===== config.mk =====
export PLATFORM = sky130hd
export DESIGN_NAME = rfc_core
export DESIGN_NICKNAME = d
export VERILOG_FILES = /design/src/design/rfc_pkg.sv /design/src/design/rfc_core.sv
export SDC_FILE = /design/constraint.sdc
export NUM_CORES = 1
export LEC_CHECK = 0
export ABC_AREA = 1
export BUFFER_PORTS_ARGS = -buffer_cell sky130_fd_sc_hd__buf_4
export CORE_ASPECT_RATIO = 0.7
export CORE_UTILIZATION = 30
export CTS_CLUSTER_SIZE = 20
export DETAILED_ROUTE_END_ITERATION = 10
export GPL_TIMING_DRIVEN = 0
export SETUP_SLACK_MARGIN = 0.15
export SLEW_MARGIN = 20
export SYNTH_ARGS = -nofsm -noshare
export SYNTH_HDL_FRONTEND = slang
export SYNTH_SLANG_ARGS = --single-unit

===== constraint.sdc =====
create_clock -name ref_clk -period 4.7 [get_ports ref_clk]
set_input_delay 0.705 -clock ref_clk [delete_from_list [all_inputs] [get_ports ref_clk]]
set_output_delay 0.705 -clock ref_clk [all_outputs]
set_load 0.01 [all_outputs]

===== src/design/rfc_pkg.sv =====
// Purpose: constants shared by the recovery and feature control interpreter
// Assumes: 200 MHz reference clock, 32-bit register bus
// Notes:   key sector words are 16 bits; results mirror the task-file bytes
package rfc_pkg;
    // key sector codes
    localparam logic [15:0] ACT_ERC   = 16'h0003;  // recovery time limits
    localparam logic [15:0] ACT_FC    = 16'h0004;  // feature control
    localparam logic [15:0] FN_SET    = 16'h0001;
    localparam logic [15:0] FN_GET    = 16'h0002;
    localparam logic [15:0] FN_OPT    = 16'h0003;
    localparam logic [15:0] SEL_RD    = 16'h0001;
    localparam logic [15:0] SEL_WR    = 16'h0002;
    localparam logic [15:0] MIN_LIM   = 16'h0041;  // 65 units = 6.5 s
    localparam logic [15:0] ZERO_W    = 16'h0000;
    // feature codes and states
    localparam logic [15:0] FC_WC     = 16'h0001;
    localparam logic [15:0] FC_REORD  = 16'h0002;
    localparam logic [15:0] FC_TEMP   = 16'h0003;
    localparam logic [15:0] WC_SETF   = 16'h0001;
    localparam logic [15:0] WC_ON     = 16'h0002;
    localparam logic [15:0] WC_OFF    = 16'h0003;
    localparam logic [15:0] RO_ON     = 16'h0001;
    localparam logic [15:0] RO_OFF    = 16'h0002;
    localparam logic [15:0] FEAT_DEF  = 16'h0001;
    localparam int          NUM_FEAT  = 3;
    localparam int          OPT_KEEP  = 0;         // option flag: non-volatile
    // task-file answers
    localparam logic [7:0]  ERR_OK    = 8'h00;
    localparam logic [7:0]  ERR_ABRT  = 8'h04;
    localparam logic [7:0]  ST_OK     = 8'h50;
    localparam logic [7:0]  ST_ERR    = 8'h51;
    // register byte addresses
    localparam int          ADDR_W    = 8;
    localparam logic [7:0]  A_KEY0    = 8'h00;
    localparam logic [7:0]  A_KEY1    = 8'h04;
    localparam logic [7:0]  A_KEY2    = 8'h08;
    localparam logic [7:0]  A_KEY3    = 8'h0C;
    localparam logic [7:0]  A_KEY4    = 8'h10;
    localparam logic [7:0]  A_CTRL    = 8'h14;
    localparam logic [7:0]  A_RESULT  = 8'h18;
    localparam logic [7:0]  A_RTIME   = 8'h1C;
    localparam logic [7:0]  A_TSTAT   = 8'h20;
    localparam logic [7:0]  A_FEAT    = 8'h24;
    localparam int          CTRL_GO   = 0;
    localparam int          TS_EXP    = 0;
    localparam int          TS_RUN    = 1;
    // timing: one limit unit in ms, clock in kHz
    localparam int          UNIT_MS   = 100;
    localparam int          CLK_KHZ   = 200000;
    localparam int          TICK_CYC  = UNIT_MS * CLK_KHZ;
    typedef enum logic [1:0] {
        RFC_T_IDLE = 2'b00,
        RFC_T_RUN  = 2'b01,
        RFC_T_EXP  = 2'b11
    } rfc_tstate_e;
endpackage


===== src/design/rfc_core.sv =====
// Purpose: key sector interpreter for recovery limits and feature control
// Assumes: key words written over APB, then a go bit starts decoding
// Notes:   zero-wait APB slave; recovery timer watches host command events
//
// Functional notes
// - action 0003h selects set or report of read/write recovery limits.
// - recovery word 2: 0001h read timer, 0002h write timer.
// - set function puts word 3 as new limit in 100 ms units.
// - abort a set below 65 units (6.5 seconds).
// - report returns limit low byte in count, high in number, 00h/50h.
// - non-queued commands are timed to completion at host interface.
// - queued in-order commands start timing when execution begins.
// - no timing for streaming or out-of-order queued commands.
// - recovery limits are volatile, default zero meaning no time-out.
// - action 0004h selects feature control.
// - feature function 0001h sets the addressed feature state.
// - feature function 0002h reports the current feature state.
// - feature function 0003h reports the feature option flags.
// - feature code in word 2, state value in word 3.
// - set with option bit 0 high keeps state across power cycles; here kept across hard reset only, rst reloads FEAT_DEF.
// - option bit 0 low is volatile; hard reset restores saved state.
// - feature report in count (low) and number (high), status 50h.
// - write cache states 1 set-features, 2 force on, 3 force off.
`timescale 1ns/1ps
module rfc_core #(
    parameter int TICK_CYCLES = rfc_pkg::TICK_CYC
) (
    input  wire logic        ref_clk,
    input  wire logic        rst,
    input  wire logic        psel,
    input  wire logic        penable,
    input  wire logic        pwrite,
    input  wire logic [7:0]  paddr,
    input  wire logic [31:0] pwdata,
    output logic             pready,
    output logic [31:0]      prdata,
    output logic             pslverr,
    input  wire logic        hard_reset_pin,
    input  wire logic        cmd_arrive,
    input  wire logic        cmd_exec,
    input  wire logic        cmd_done,
    input  wire logic        cmd_write,
    input  wire logic        cmd_queued,
    input  wire logic        cmd_stream,
    input  wire logic        ooo_enable,
    output logic             cmd_timeout,
    output logic             tf_valid,
    output logic [7:0]       tf_error,
    output logic [7:0]       tf_count,
    output logic [7:0]       tf_number,
    output logic [7:0]       tf_status,
    output logic             wc_force_on,
    output logic             wc_force_off,
    output logic             reorder_on,
    output logic [15:0]      temp_interval
);
    typedef struct packed {
        logic [4:0][15:0]    key;
        logic                go;
        logic [15:0]         rlim;
        logic [15:0]         wlim;
        logic [2:0][15:0]    fstate;
        logic [2:0][15:0]    fsaved;
        logic [2:0][15:0]    fopt;
        logic                valid;
        logic [7:0]          err;
        logic [7:0]          cnt;
        logic [7:0]          num;
        logic [7:0]          stat;
        rfc_pkg::rfc_tstate_e tst;
        logic [15:0]         tlim;
        logic [15:0]         tcnt;
        logic [31:0]         div;
        logic                texp;
        logic [2:0]          hr;
    } rfc_state_s;

    rfc_state_s s;
    rfc_state_s next_s;

    logic        wr_en;
    logic        hr_rise;
    logic        tick;
    logic [1:0]  fidx;
    logic        fsel_ok;
    logic        st_ok;
    logic [15:0] lim_sel;
    logic        start_t;

    // bus strobes and derived conditions
    assign wr_en   = psel && penable && pwrite;
    assign hr_rise = s.hr[1] && !s.hr[2];
    assign tick    = (s.div == 32'(TICK_CYCLES - 1));
    assign fidx    = 2'(s.key[2] - rfc_pkg::FC_WC);
    assign fsel_ok = (s.key[2] >= rfc_pkg::FC_WC) && (s.key[2] <= rfc_pkg::FC_TEMP);
    assign lim_sel = cmd_write ? s.wlim : s.rlim;

    // legal state value for the addressed feature
    always_comb begin
        st_ok = 1'b0;
        case (s.key[2])
            rfc_pkg::FC_WC:    st_ok = (s.key[3] >= rfc_pkg::WC_SETF) &&
                                       (s.key[3] <= rfc_pkg::WC_OFF);
            rfc_pkg::FC_REORD: st_ok = (s.key[3] == rfc_pkg::RO_ON) ||
                                       (s.key[3] == rfc_pkg::RO_OFF);
            rfc_pkg::FC_TEMP:  st_ok = (s.key[3] != rfc_pkg::ZERO_W);
            default:           st_ok = 1'b0;
        endcase
    end

    // timer start: arrival for non-queued, execution for in-order queued
    always_comb begin
        start_t = 1'b0;
        if (!cmd_stream && lim_sel != rfc_pkg::ZERO_W) begin
            if (!cmd_queued && cmd_arrive) begin
                start_t = 1'b1;
            end else if (cmd_queued && !ooo_enable && cmd_exec) begin
                start_t = 1'b1;
            end
        end
    end

    // next state: bus writes, decoder, timer, hard reset
    always_comb begin
        next_s       = s;
        next_s.go    = 1'b0;
        next_s.valid = 1'b0;
        next_s.hr    = {s.hr[1:0], hard_reset_pin};
        // register writes
        if (wr_en) begin
            case (paddr)
                rfc_pkg::A_KEY0: next_s.key[0] = pwdata[15:0];
                rfc_pkg::A_KEY1: next_s.key[1] = pwdata[15:0];
                rfc_pkg::A_KEY2: next_s.key[2] = pwdata[15:0];
                rfc_pkg::A_KEY3: next_s.key[3] = pwdata[15:0];
                rfc_pkg::A_KEY4: next_s.key[4] = pwdata[15:0];
                rfc_pkg::A_CTRL: next_s.go = pwdata[rfc_pkg::CTRL_GO];
                rfc_pkg::A_TSTAT: begin
                    if (pwdata[rfc_pkg::TS_EXP]) begin
                        next_s.texp = 1'b0;
                    end
                end
                default: ;
            endcase
        end
        // key sector decode, one cycle after the go write
        if (s.go) begin
            next_s.valid = 1'b1;
            next_s.err   = rfc_pkg::ERR_ABRT;
            next_s.stat  = rfc_pkg::ST_ERR;
            next_s.cnt   = 8'h00;
            next_s.num   = 8'h00;
            case (s.key[0])
                rfc_pkg::ACT_ERC: begin
                    if (s.key[2] == rfc_pkg::SEL_RD || s.key[2] == rfc_pkg::SEL_WR) begin
                        if (s.key[1] == rfc_pkg::FN_SET && s.key[3] >= rfc_pkg::MIN_LIM) begin
                            next_s.err  = rfc_pkg::ERR_OK;
                            next_s.stat = rfc_pkg::ST_OK;
                            if (s.key[2] == rfc_pkg::SEL_RD) begin
                                next_s.rlim = s.key[3];
                            end else begin
                                next_s.wlim = s.key[3];
                            end
                        end else if (s.key[1] == rfc_pkg::FN_GET) begin
                            next_s.err  = rfc_pkg::ERR_OK;
                            next_s.stat = rfc_pkg::ST_OK;
                            if (s.key[2] == rfc_pkg::SEL_RD) begin
                                next_s.cnt = s.rlim[7:0];
                                next_s.num = s.rlim[15:8];
                            end else begin
                                next_s.cnt = s.wlim[7:0];
                                next_s.num = s.wlim[15:8];
                            end
                        end
                    end
                end
                rfc_pkg::ACT_FC: begin
                    if (fsel_ok) begin
                        if (s.key[1] == rfc_pkg::FN_SET && st_ok) begin
                            next_s.err          = rfc_pkg::ERR_OK;
                            next_s.stat         = rfc_pkg::ST_OK;
                            next_s.fstate[fidx] = s.key[3];
                            next_s.fopt[fidx]   = s.key[4];
                            if (s.key[4][rfc_pkg::OPT_KEEP]) begin
                                next_s.fsaved[fidx] = s.key[3];
                            end
                        end else if (s.key[1] == rfc_pkg::FN_GET) begin
                            next_s.err  = rfc_pkg::ERR_OK;
                            next_s.stat = rfc_pkg::ST_OK;
                            next_s.cnt  = s.fstate[fidx][7:0];
                            next_s.num  = s.fstate[fidx][15:8];
                        end else if (s.key[1] == rfc_pkg::FN_OPT) begin
                            next_s.err  = rfc_pkg::ERR_OK;
                            next_s.stat = rfc_pkg::ST_OK;
                            next_s.cnt  = s.fopt[fidx][7:0];
                            next_s.num  = s.fopt[fidx][15:8];
                        end
                    end
                end
                default: ;
            endcase
        end
        // recovery timer in 100 ms ticks
        next_s.div = tick ? 32'h0 : s.div + 32'h1;
        case (s.tst)
            rfc_pkg::RFC_T_IDLE: begin
                next_s.div = 32'h0;
                if (start_t) begin
                    next_s.tst  = rfc_pkg::RFC_T_RUN;
                    next_s.tlim = lim_sel;
                    next_s.tcnt = 16'h0;
                end
            end
            rfc_pkg::RFC_T_RUN: begin
                if (cmd_done) begin
                    next_s.tst = rfc_pkg::RFC_T_IDLE;
                end else if (tick) begin
                    next_s.tcnt = s.tcnt + 16'h1;
                    if (s.tcnt + 16'h1 >= s.tlim) begin
                        next_s.tst  = rfc_pkg::RFC_T_EXP;
                        next_s.texp = 1'b1; // set wins over clear
                    end
                end
            end
            rfc_pkg::RFC_T_EXP: next_s.tst = rfc_pkg::RFC_T_IDLE;
            default:            next_s.tst = rfc_pkg::RFC_T_IDLE;
        endcase
        // hard reset drops volatile settings
        if (hr_rise) begin
            next_s.rlim   = rfc_pkg::ZERO_W;
            next_s.wlim   = rfc_pkg::ZERO_W;
            next_s.fstate = s.fsaved;
            next_s.tst    = rfc_pkg::RFC_T_IDLE;
        end
    end

    // state register with power-on defaults
    always_ff @(posedge ref_clk) begin
        if (rst) begin
            s        <= '0;
            s.fstate <= {3{rfc_pkg::FEAT_DEF}};
            s.fsaved <= {3{rfc_pkg::FEAT_DEF}};
            s.tst    <= rfc_pkg::RFC_T_IDLE;
        end else begin
            s <= next_s;
        end
    end

    // read mux, zero wait states, error on unmapped address
    always_comb begin
        prdata  = 32'h0;
        pslverr = 1'b0;
        case (paddr)
            rfc_pkg::A_KEY0:   prdata = {16'h0, s.key[0]};
            rfc_pkg::A_KEY1:   prdata = {16'h0, s.key[1]};
            rfc_pkg::A_KEY2:   prdata = {16'h0, s.key[2]};
            rfc_pkg::A_KEY3:   prdata = {16'h0, s.key[3]};
            rfc_pkg::A_KEY4:   prdata = {16'h0, s.key[4]};
            rfc_pkg::A_CTRL:   prdata = {31'h0, s.go};
            rfc_pkg::A_RESULT: prdata = {s.stat, s.err, s.num, s.cnt};
            rfc_pkg::A_RTIME:  prdata = {s.wlim, s.rlim};
            rfc_pkg::A_TSTAT:  prdata = {30'h0, s.tst == rfc_pkg::RFC_T_RUN, s.texp};
            rfc_pkg::A_FEAT:   prdata = {s.fstate[1], s.fstate[0]};
            default:           pslverr = psel && penable;
        endcase
    end

    // outputs from the state register, pready tied high
    assign pready        = 1'b1;
    assign cmd_timeout   = (s.tst == rfc_pkg::RFC_T_EXP);
    assign tf_valid      = s.valid;
    assign tf_error      = s.err;
    assign tf_count      = s.cnt;
    assign tf_number     = s.num;
    assign tf_status     = s.stat;
    assign wc_force_on   = (s.fstate[0] == rfc_pkg::WC_ON);
    assign wc_force_off  = (s.fstate[0] == rfc_pkg::WC_OFF);
    assign reorder_on    = (s.fstate[1] == rfc_pkg::RO_ON);
    assign temp_interval = s.fstate[2];

    // checks on the decoder, hard reset and timer start
    set_read_a: assert property (@(posedge ref_clk) disable iff (rst)
        s.go && s.key[0] == rfc_pkg::ACT_ERC && s.key[1] == rfc_pkg::FN_SET &&
        s.key[2] == rfc_pkg::SEL_RD && s.key[3] >= rfc_pkg::MIN_LIM && !hr_rise
        |=> s.rlim == $past(s.key[3]) && tf_status == rfc_pkg::ST_OK)
        else $error("read limit not stored");
    set_write_a: assert property (@(posedge ref_clk) disable iff (rst)
        s.go && s.key[0] == rfc_pkg::ACT_ERC && s.key[1] == rfc_pkg::FN_SET &&
        s.key[2] == rfc_pkg::SEL_WR && s.key[3] >= rfc_pkg::MIN_LIM && !hr_rise
        |=> s.wlim == $past(s.key[3]) && $stable(s.rlim))
        else $error("write limit not stored");
    min_limit_a: assert property (@(posedge ref_clk) disable iff (rst)
        s.go && s.key[0] == rfc_pkg::ACT_ERC && s.key[1] == rfc_pkg::FN_SET &&
        s.key[3] < rfc_pkg::MIN_LIM
        |=> tf_error == rfc_pkg::ERR_ABRT && tf_status == rfc_pkg::ST_ERR)
        else $error("short limit not aborted");
    get_limit_a: assert property (@(posedge ref_clk) disable iff (rst)
        s.go && s.key[0] == rfc_pkg::ACT_ERC && s.key[1] == rfc_pkg::FN_GET &&
        s.key[2] == rfc_pkg::SEL_RD
        |=> {tf_number, tf_count} == $past(s.rlim) && tf_error == rfc_pkg::ERR_OK
            && tf_status == rfc_pkg::ST_OK && tf_valid)
        else $error("limit report wrong");
    hard_reset_a: assert property (@(posedge ref_clk) disable iff (rst)
        hr_rise |=> s.rlim == rfc_pkg::ZERO_W && s.wlim == rfc_pkg::ZERO_W &&
        s.fstate == $past(s.fsaved))
        else $error("volatile settings kept");
    start_now_a: assert property (@(posedge ref_clk) disable iff (rst)
        s.tst == rfc_pkg::RFC_T_IDLE && cmd_arrive && !cmd_queued && !cmd_stream &&
        lim_sel != rfc_pkg::ZERO_W && !hr_rise
        |=> s.tst == rfc_pkg::RFC_T_RUN ##0 s.tcnt == 16'h0)
        else $error("timer did not start");
    queued_wait_a: assert property (@(posedge ref_clk) disable iff (rst)
        s.tst == rfc_pkg::RFC_T_IDLE && cmd_queued && cmd_arrive && !cmd_exec
        |=> s.tst == rfc_pkg::RFC_T_IDLE)
        else $error("queued timer started on arrival");
    no_stream_a: assert property (@(posedge ref_clk) disable iff (rst)
        s.tst == rfc_pkg::RFC_T_IDLE && (cmd_stream || (cmd_queued && ooo_enable))
        |=> s.tst == rfc_pkg::RFC_T_IDLE)
        else $error("timer ran for excluded command");
    keep_state_a: assert property (@(posedge ref_clk) disable iff (rst)
        s.go && s.key[0] == rfc_pkg::ACT_FC && s.key[1] == rfc_pkg::FN_SET &&
        fsel_ok && st_ok && s.key[4][rfc_pkg::OPT_KEEP]
        |=> s.fsaved[$past(fidx)] == $past(s.key[3]) && tf_status == rfc_pkg::ST_OK)
        else $error("saved state not updated");
    bad_code_a: assert property (@(posedge ref_clk) disable iff (rst)
        s.go && (s.key[1] == rfc_pkg::ZERO_W || s.key[1] > rfc_pkg::FN_OPT)
        |=> tf_error == rfc_pkg::ERR_ABRT ##1 !tf_valid)
        else $error("bad function not aborted");

    // expiry raises the one-cycle pulse and the sticky flag together
    expire_a: assert property (@(posedge ref_clk) disable iff (rst)
        s.tst == rfc_pkg::RFC_T_RUN && tick && !cmd_done && !hr_rise &&
        s.tcnt + 16'h1 >= s.tlim
        |=> cmd_timeout && s.texp)
        else $error("timer expiry missed");

    // feature report returns the stored state split over two bytes
    get_state_a: assert property (@(posedge ref_clk) disable iff (rst)
        s.go && s.key[0] == rfc_pkg::ACT_FC && s.key[1] == rfc_pkg::FN_GET && fsel_ok
        |=> {tf_number, tf_count} == $past(s.fstate[fidx]) && tf_status == rfc_pkg::ST_OK)
        else $error("feature report wrong");
endmodule


# --- After elaboration in Yosys (flattened, before gate mapping) ---
# Index checks and enable logic that the tools add are counted.
# W data, S select, Z words.
totals:
  wordCells: 166
  regBits: 360
  mem_count: 0
  in_bits: 53
  out_inout_bits: 87
  mem_bits_rw: 0
  rom_bits: 0
  latch_bits: 0
classes:
  shift: 0
  bitwise_logic: 3
  magnitude_cmp: 8
  mul: 0
  addsub: 3
  n_eq_ne: 30
  div_mod_pow: 0
  reduce_logical: 44
  mux: 50
op_table:
  columns: ["op", "n"]
  rows:
  - ["$mux W144", 3]
  - ["$pmux W32 S10", 1]
  - ["$mux W177", 1]
  - ["$bwmux W48", 3]
  - ["$mux W16", 9]
  - ["$eq A16 B2 Y1 const B", 8]
  - ["$mux W32", 3]
  - ["$mux W48", 2]
  - ["$bmux W16 S2", 2]
  - ["$eq A16 B1 Y1 const B", 4]
  - ["$pmux W32 S2", 1]
  - ["$mux W27", 2]
  - ["$mux W34", 1]
  - ["$add A32 B1 Y32 const B", 1]
  - ["$demux W16 S2", 1]
  - ["$eq A32 B25 Y1 const B", 1]
  - ["$eq A8 B5 Y1 const B", 4]
  - ["$ge A16 B1 Y1 const B", 2]
  - ["$le A16 B2 Y1 const B", 2]
  - ["$pmux W16 S2", 1]
  - ["$reduce_bool A16 Y1", 2]
  - ["$mux W8", 3]
  - ["$add A16 B1 Y16 const B", 1]
  - ["$eq A16 B3 Y1 const B", 1]
  - ["other kinds (31)", 79]

# --- Longest topological paths before layout ---
logic_depth:
  ltp_word: 12
  depth_mapped: 17
  ltp_nobuf: 17

# --- Worst setup path after synthesis ---
# No wires, ideal clock.
synth_timing:
  kind: "input-to-output"
  start: "input paddr[1]"
  end: "output prdata[15]"
  arrival_time_ps: 2013
  stages: 7
  n_path_buf: 1
  slack_ps: 1982
  required_ps: 3995
  path_cell_list: "or2_1 > nor3_1 > nand2_1 > inv_1 > buf_1 > a21oi_1 > o2111ai_1"
synth_via:
  elab_chain_len: 2
  elab_cells_between_ends: 11
  cone_classes: "eq/ne: 9; mux: 1; reduce/logical: 1"
synth_rtl:
  columns: ["element", "line", "rtl"]
  rows:
  - ["from (decl)", "rfc_core.sv:33", "input wire logic [7:0] paddr,"]
  - ["$eq A8 B6 Y1 (tied with other cells)", "rfc_core.sv:253", "case (paddr)"]
  - ["$pmux W32 S10 *", "rfc_core.sv:253", null]
  - ["to (decl)", "rfc_core.sv:36", "output logic [31:0] prdata,"]
# Every way passes the cells marked *; elsewhere a longest branch is shown, timed or not.

# --- Worst setup path after layout ---
layout_timing:
  start: "register s[312] in the netlist's numbering"
  end: "register s, in the netlist tf_count[4]"
layout_via:
  elab_chain_len: 8
  elab_cells_between_ends: 23
  cone_classes: "add/sub: 1; order compare: 2; eq/ne: 3; mux: 14; reduce/logical: 3"
layout_rtl:
  columns: ["element", "line", "rtl"]
  rows:
  - ["from (decl)", "rfc_core.sv:78", "rfc_state_s s;"]
  - ["from (signal assigned)", "rfc_core.sv:245", "s <= next_s;"]
  - ["$sub A2 B1 Y2", "rfc_core.sv:94", "assign fidx = 2'(s.key[2] - rfc_pkg::FC_WC);"]
  - ["$bmux W16 S2", "rfc_core.sv:195", "next_s.cnt = s.fopt[fidx][7:0];"]
  - ["$mux W16", null, null]
  - ["$mux W27", "rfc_core.sv:192", "end else if (s.key[1] == rfc_pkg::FN_OPT) begin"]
  - ["$mux W32", "rfc_core.sv:187", "end else if (s.key[1] == rfc_pkg::FN_GET) begin"]
  - ["$mux W16", "rfc_core.sv:179", "if (s.key[1] == rfc_pkg::FN_SET && st_ok) begin"]
  - ["$mux W32", "rfc_core.sv:178", "if (fsel_ok) begin"]
  - ["$pmux W32 S2 *", "rfc_core.sv:153", "case (s.key[0])"]
# Every way passes the cells marked *; elsewhere a longest branch is shown, timed or not. The select of a mux whose other input is x is not followed.
# A chain may end at the register's enable or synchronous reset.

==> flow_summary.yaml <==
run_status:
  status: "finished clean"
route:
  firstDrtPassIters: 6
  vias_per_cell: 5.08
  drtAntennaViolNets: 0
  via_count: 19397
  drtIter0Drc: 2532
  wl_um: 77500
  wl_per_cell_um: 20.3
  drc: 0
sta:
  setup_violations: 0
  rsz0062_at_grt: "no"
  skew_ns: 0.0423
  final_hold_viol_count: 0
  max_slew_margin_pct: 19.3
  drv_slew: 0
  timing.setup.tns_ns: 0
  timing.fmax_mhz: 261
  worstMarginPinSlew_ns: 1.20
  period_needed_ns: 3.83
  whs_ns: 0.367
  post-route-period-util_pct: 81.5
synth:
  synth_ff_type: "dfxtp_1"
  synth_cell_type_count: 48
  synth-async-reset-ratio_pct: 0
  synth_area_per_cell_um2: 6.54
  synth_cells: 2825
  yosys.area_share.simple_pct: 31.2
  synth_xor_area_share_pct: 0.900
  synth_compound_area_share_pct: 15.6
  synth_top_family_by_area: "simple AND/OR/NAND/NOR gates"
  synthMuxAreaShare_pct: 0
  yosys_register_bits: 346
  synth-edff-count: 0
  yosysSeqAreaShare_pct: 37.5
  synthAdderAreaFrac_pct: 1.49
  ys_warn_count: 0
  syn-cell-area_mm2: 0.0185
worst_hold_path:
  hold_path_class: "in2reg"
  whs_path_depth: 3
  hold_start: "hard_reset_pin"
critical_path:
  cp.required_ns: 5.17
  arrival_ns: 4.30
  worstSetupEndpointType: "register"
  r2r-start: "s[312]$_SDFFE_PP0P_"
  crit_start: "s[312]$_SDFFE_PP0P_"
  critPathMaxFanout: 11
  r2r_cells: 12
  cp-start-kind: "register"
  criticalPathCategory: "reg2reg"
placed_design:
  placed_cells: 3753
  dp_hpwl_um: 60700
  gp_congestion: 1.06
  numPortBuffers: 109
floorplanning:
  boundaryPins: 140
  std_cell_rows: 75
  start_util_pct: 30.6
  core_area_mm2: 0.0604
  dieWidth_um: 299
  die_h_um: 210
  die_area_mm2: 0.0626
final_layout:
  antenna_cells: 0
  fin_nets: 3061
  drive_gt1_share_pct: 10.2
  stdcell_count: 3820
  utilization_pct: 35.7
  area_growth_pct: 16.8
pwr:
  vdd_drop_max_v: 0.000199
  power_leakage_nw: 9.85
  powerDensity_mw_per_mm2: 298
  power_mw: 6.43
clock_network:
  ctsHoldBuffers: 0
  cts_resized: 0
  clk_pin_slew_ns: 0.07
  numCtsBuffers: 39
  cts_num_sinks: 346
  h-tree-depth: 2
  cts_tree: "yes"
  clockBufferDepth: 3
  clk_latency_ns: 0.59
  clockRootBuffer: "clkbuf_16"
  cts_setup_buffers: 0
global_routing:
  grt-ovfl-total: 0
  grt_start_max_net_pins: 14
  grt_pass1_vias: 16817
  grt_pass1_wl_um: 112000
  antenna_found_initial: 0
  track_usage_pct: 24.1
flow_run:
  drv_cap: 0
-- report_power, final --
group | total, mW | internal, mW | switching (mW) | leakage (nW)
Clock | 3.08 | 1.74 | 1.34 | 0.620
Combinational | 0.370 | 0.117 | 0.253 | 6.44
Sequential | 2.99 | 2.96 | 0.0229 | 2.79
-- kinds of logic after synthesis --
kind of cell	Yosys count
buffers and inverters	562
DFF	346
and+or+nand+nor	1365
other	2
xor gates and xnor gates	19
AOI/OAI and AO/OA	509
adders and majority gates	22
-- worst max-delay path: stages (launching register included) --
cell and delay, ns:
dfxtp_1 0.41, buf_2 0.29, clkinv_1 0.44, ha_1 0.47, clkbuf_1 0.34, nand2_1 0.21
inv_1 0.12, clkbuf_1 0.38, a221oi_1 0.18, o211ai_1 0.48, nand3_1 0.22, nand2_1 0.12
inv_1 0.04
-- cells in the final DEF, fill, tap and decap left out, types with 4 or more instances in the layout --
cell and count:
o21bai_1 15, nand2_1 556, buf_1 11, clkbuf_16 39
nand4_1 83, o32ai_1 4, clkinv_2 7, clkbuf_1 95
nand3_1 111, buf_6 12, a211oi_1 7, dfxtp_1 346
nor4_1 14, a221oi_1 21, nor3b_1 4, or2_2 8
nand3b_1 6, a22oi_1 15, xnor2_1 5, conb_1 13
inv_1 354, a21oi_1 169, o21ai_1 6, ha_1 22
nor2_1 519, nor2_2 5, clkbuf_8 9, buf_2 33
o21ai_0 207, o221ai_1 7, inv_2 6, nor3_1 42
xor2_1 14, o22ai_1 31, buf_4 165, o211ai_1 14
o2111ai_1 8
-- Yosys cell counts, types with 2 or more instances --
master | number | share of area [%]
nand3_1 | 111 | 3.0
nand4_4 | 3 | 0.35
clkinv_1 | 2 | 0.041
nor2_4 | 3 | 0.18
dfxtp_1 | 346 | 37
a21oi_1 | 169 | 4.6
nor2_1 | 519 | 11
xor2_1 | 14 | 0.66
inv_2 | 6 | 0.12
o211ai_1 | 14 | 0.57
buf_2 | 33 | 0.89
o21ai_1 | 6 | 0.16
o2111ai_1 | 8 | 0.38
buf_6 | 12 | 0.73
ha_1 | 22 | 1.5
buf_4 | 56 | 2.3
a22oi_1 | 15 | 0.61
xnor2_1 | 5 | 0.24
a221oi_1 | 21 | 0.99
or2_1 | 2 | 0.068
o21bai_1 | 15 | 0.61
nor3_2 | 2 | 0.11
nand2_1 | 556 | 11
o221ai_1 | 7 | 0.33
nand3b_1 | 6 | 0.24
nor3_1 | 42 | 1.1
conb_1 | 2 | 0.041
o22ai_1 | 31 | 1.0
a21oi_2 | 2 | 0.095
or2_2 | 8 | 0.27
nor2_2 | 5 | 0.17
o21ai_0 | 207 | 5.6
clkbuf_1 | 88 | 1.8
a211oi_1 | 7 | 0.28
nor4_1 | 14 | 0.47
inv_1 | 354 | 7.2
buf_1 | 11 | 0.22
nor3b_1 | 4 | 0.16
nand4_1 | 83 | 2.8
nand4_2 | 3 | 0.20
o32ai_1 | 4 | 0.19
-- registers in the layout, summed over array words and instances (netlist names) --
signal	count
temp_interval	16
tf_status	2
next_s	2
tf_number	8
tf_valid	1
tf_count	8
s	309
-- through the flow --
stage / setup slack, ns / cell area [µm²]
after floorplan: 1.98 / 18500
after global placement: 1.13 / 20400
after detailed placement: 1.14 / 20400
after CTS: 1.13 / 21600
after global routing: 0.843 / 21600
final: 0.868 / 21600
-- per-layer routing --
metal  vias up  wire [µm]  GRT usage [%]  share of wire [%]
met5         -          0              0                  0
met4         0       1990           6.97                2.6
met3       128      10900           7.99                 14
met2      1071      28600           31.2                 37
met1      8831      35900           36.7                 46
li1       9367          -              -                  -
-- cell type report --
cell class | instances | area (µm²)
Clock inverter | 12 | 114
Buffer | 200 | 1090
Fill cell | 6585 | 38800
Inverter | 362 | 1360
Clock buffer | 55 | 1130
Tap cell | 808 | 1010
Sequential cell | 346 | 6930
Timing Repair Buffer | 109 | 818
Multi-Input combinational cell | 1928 | 9150
-- path summary, 6_finish.rpt --
check / to / slack, ns
worst max-delay path: tf_count[4]$_SDFFE_PP0P_ / 0.87
worst min-delay path: next_s[1]$_SDFF_PP0_ / 0.37
worst max register to register: tf_count[4]$_SDFFE_PP0P_ / 0.87
worst min register to register: next_s[2]$_SDFF_PP0_ / 0.40
Note: power is estimated with default switching activity, not from simulation.
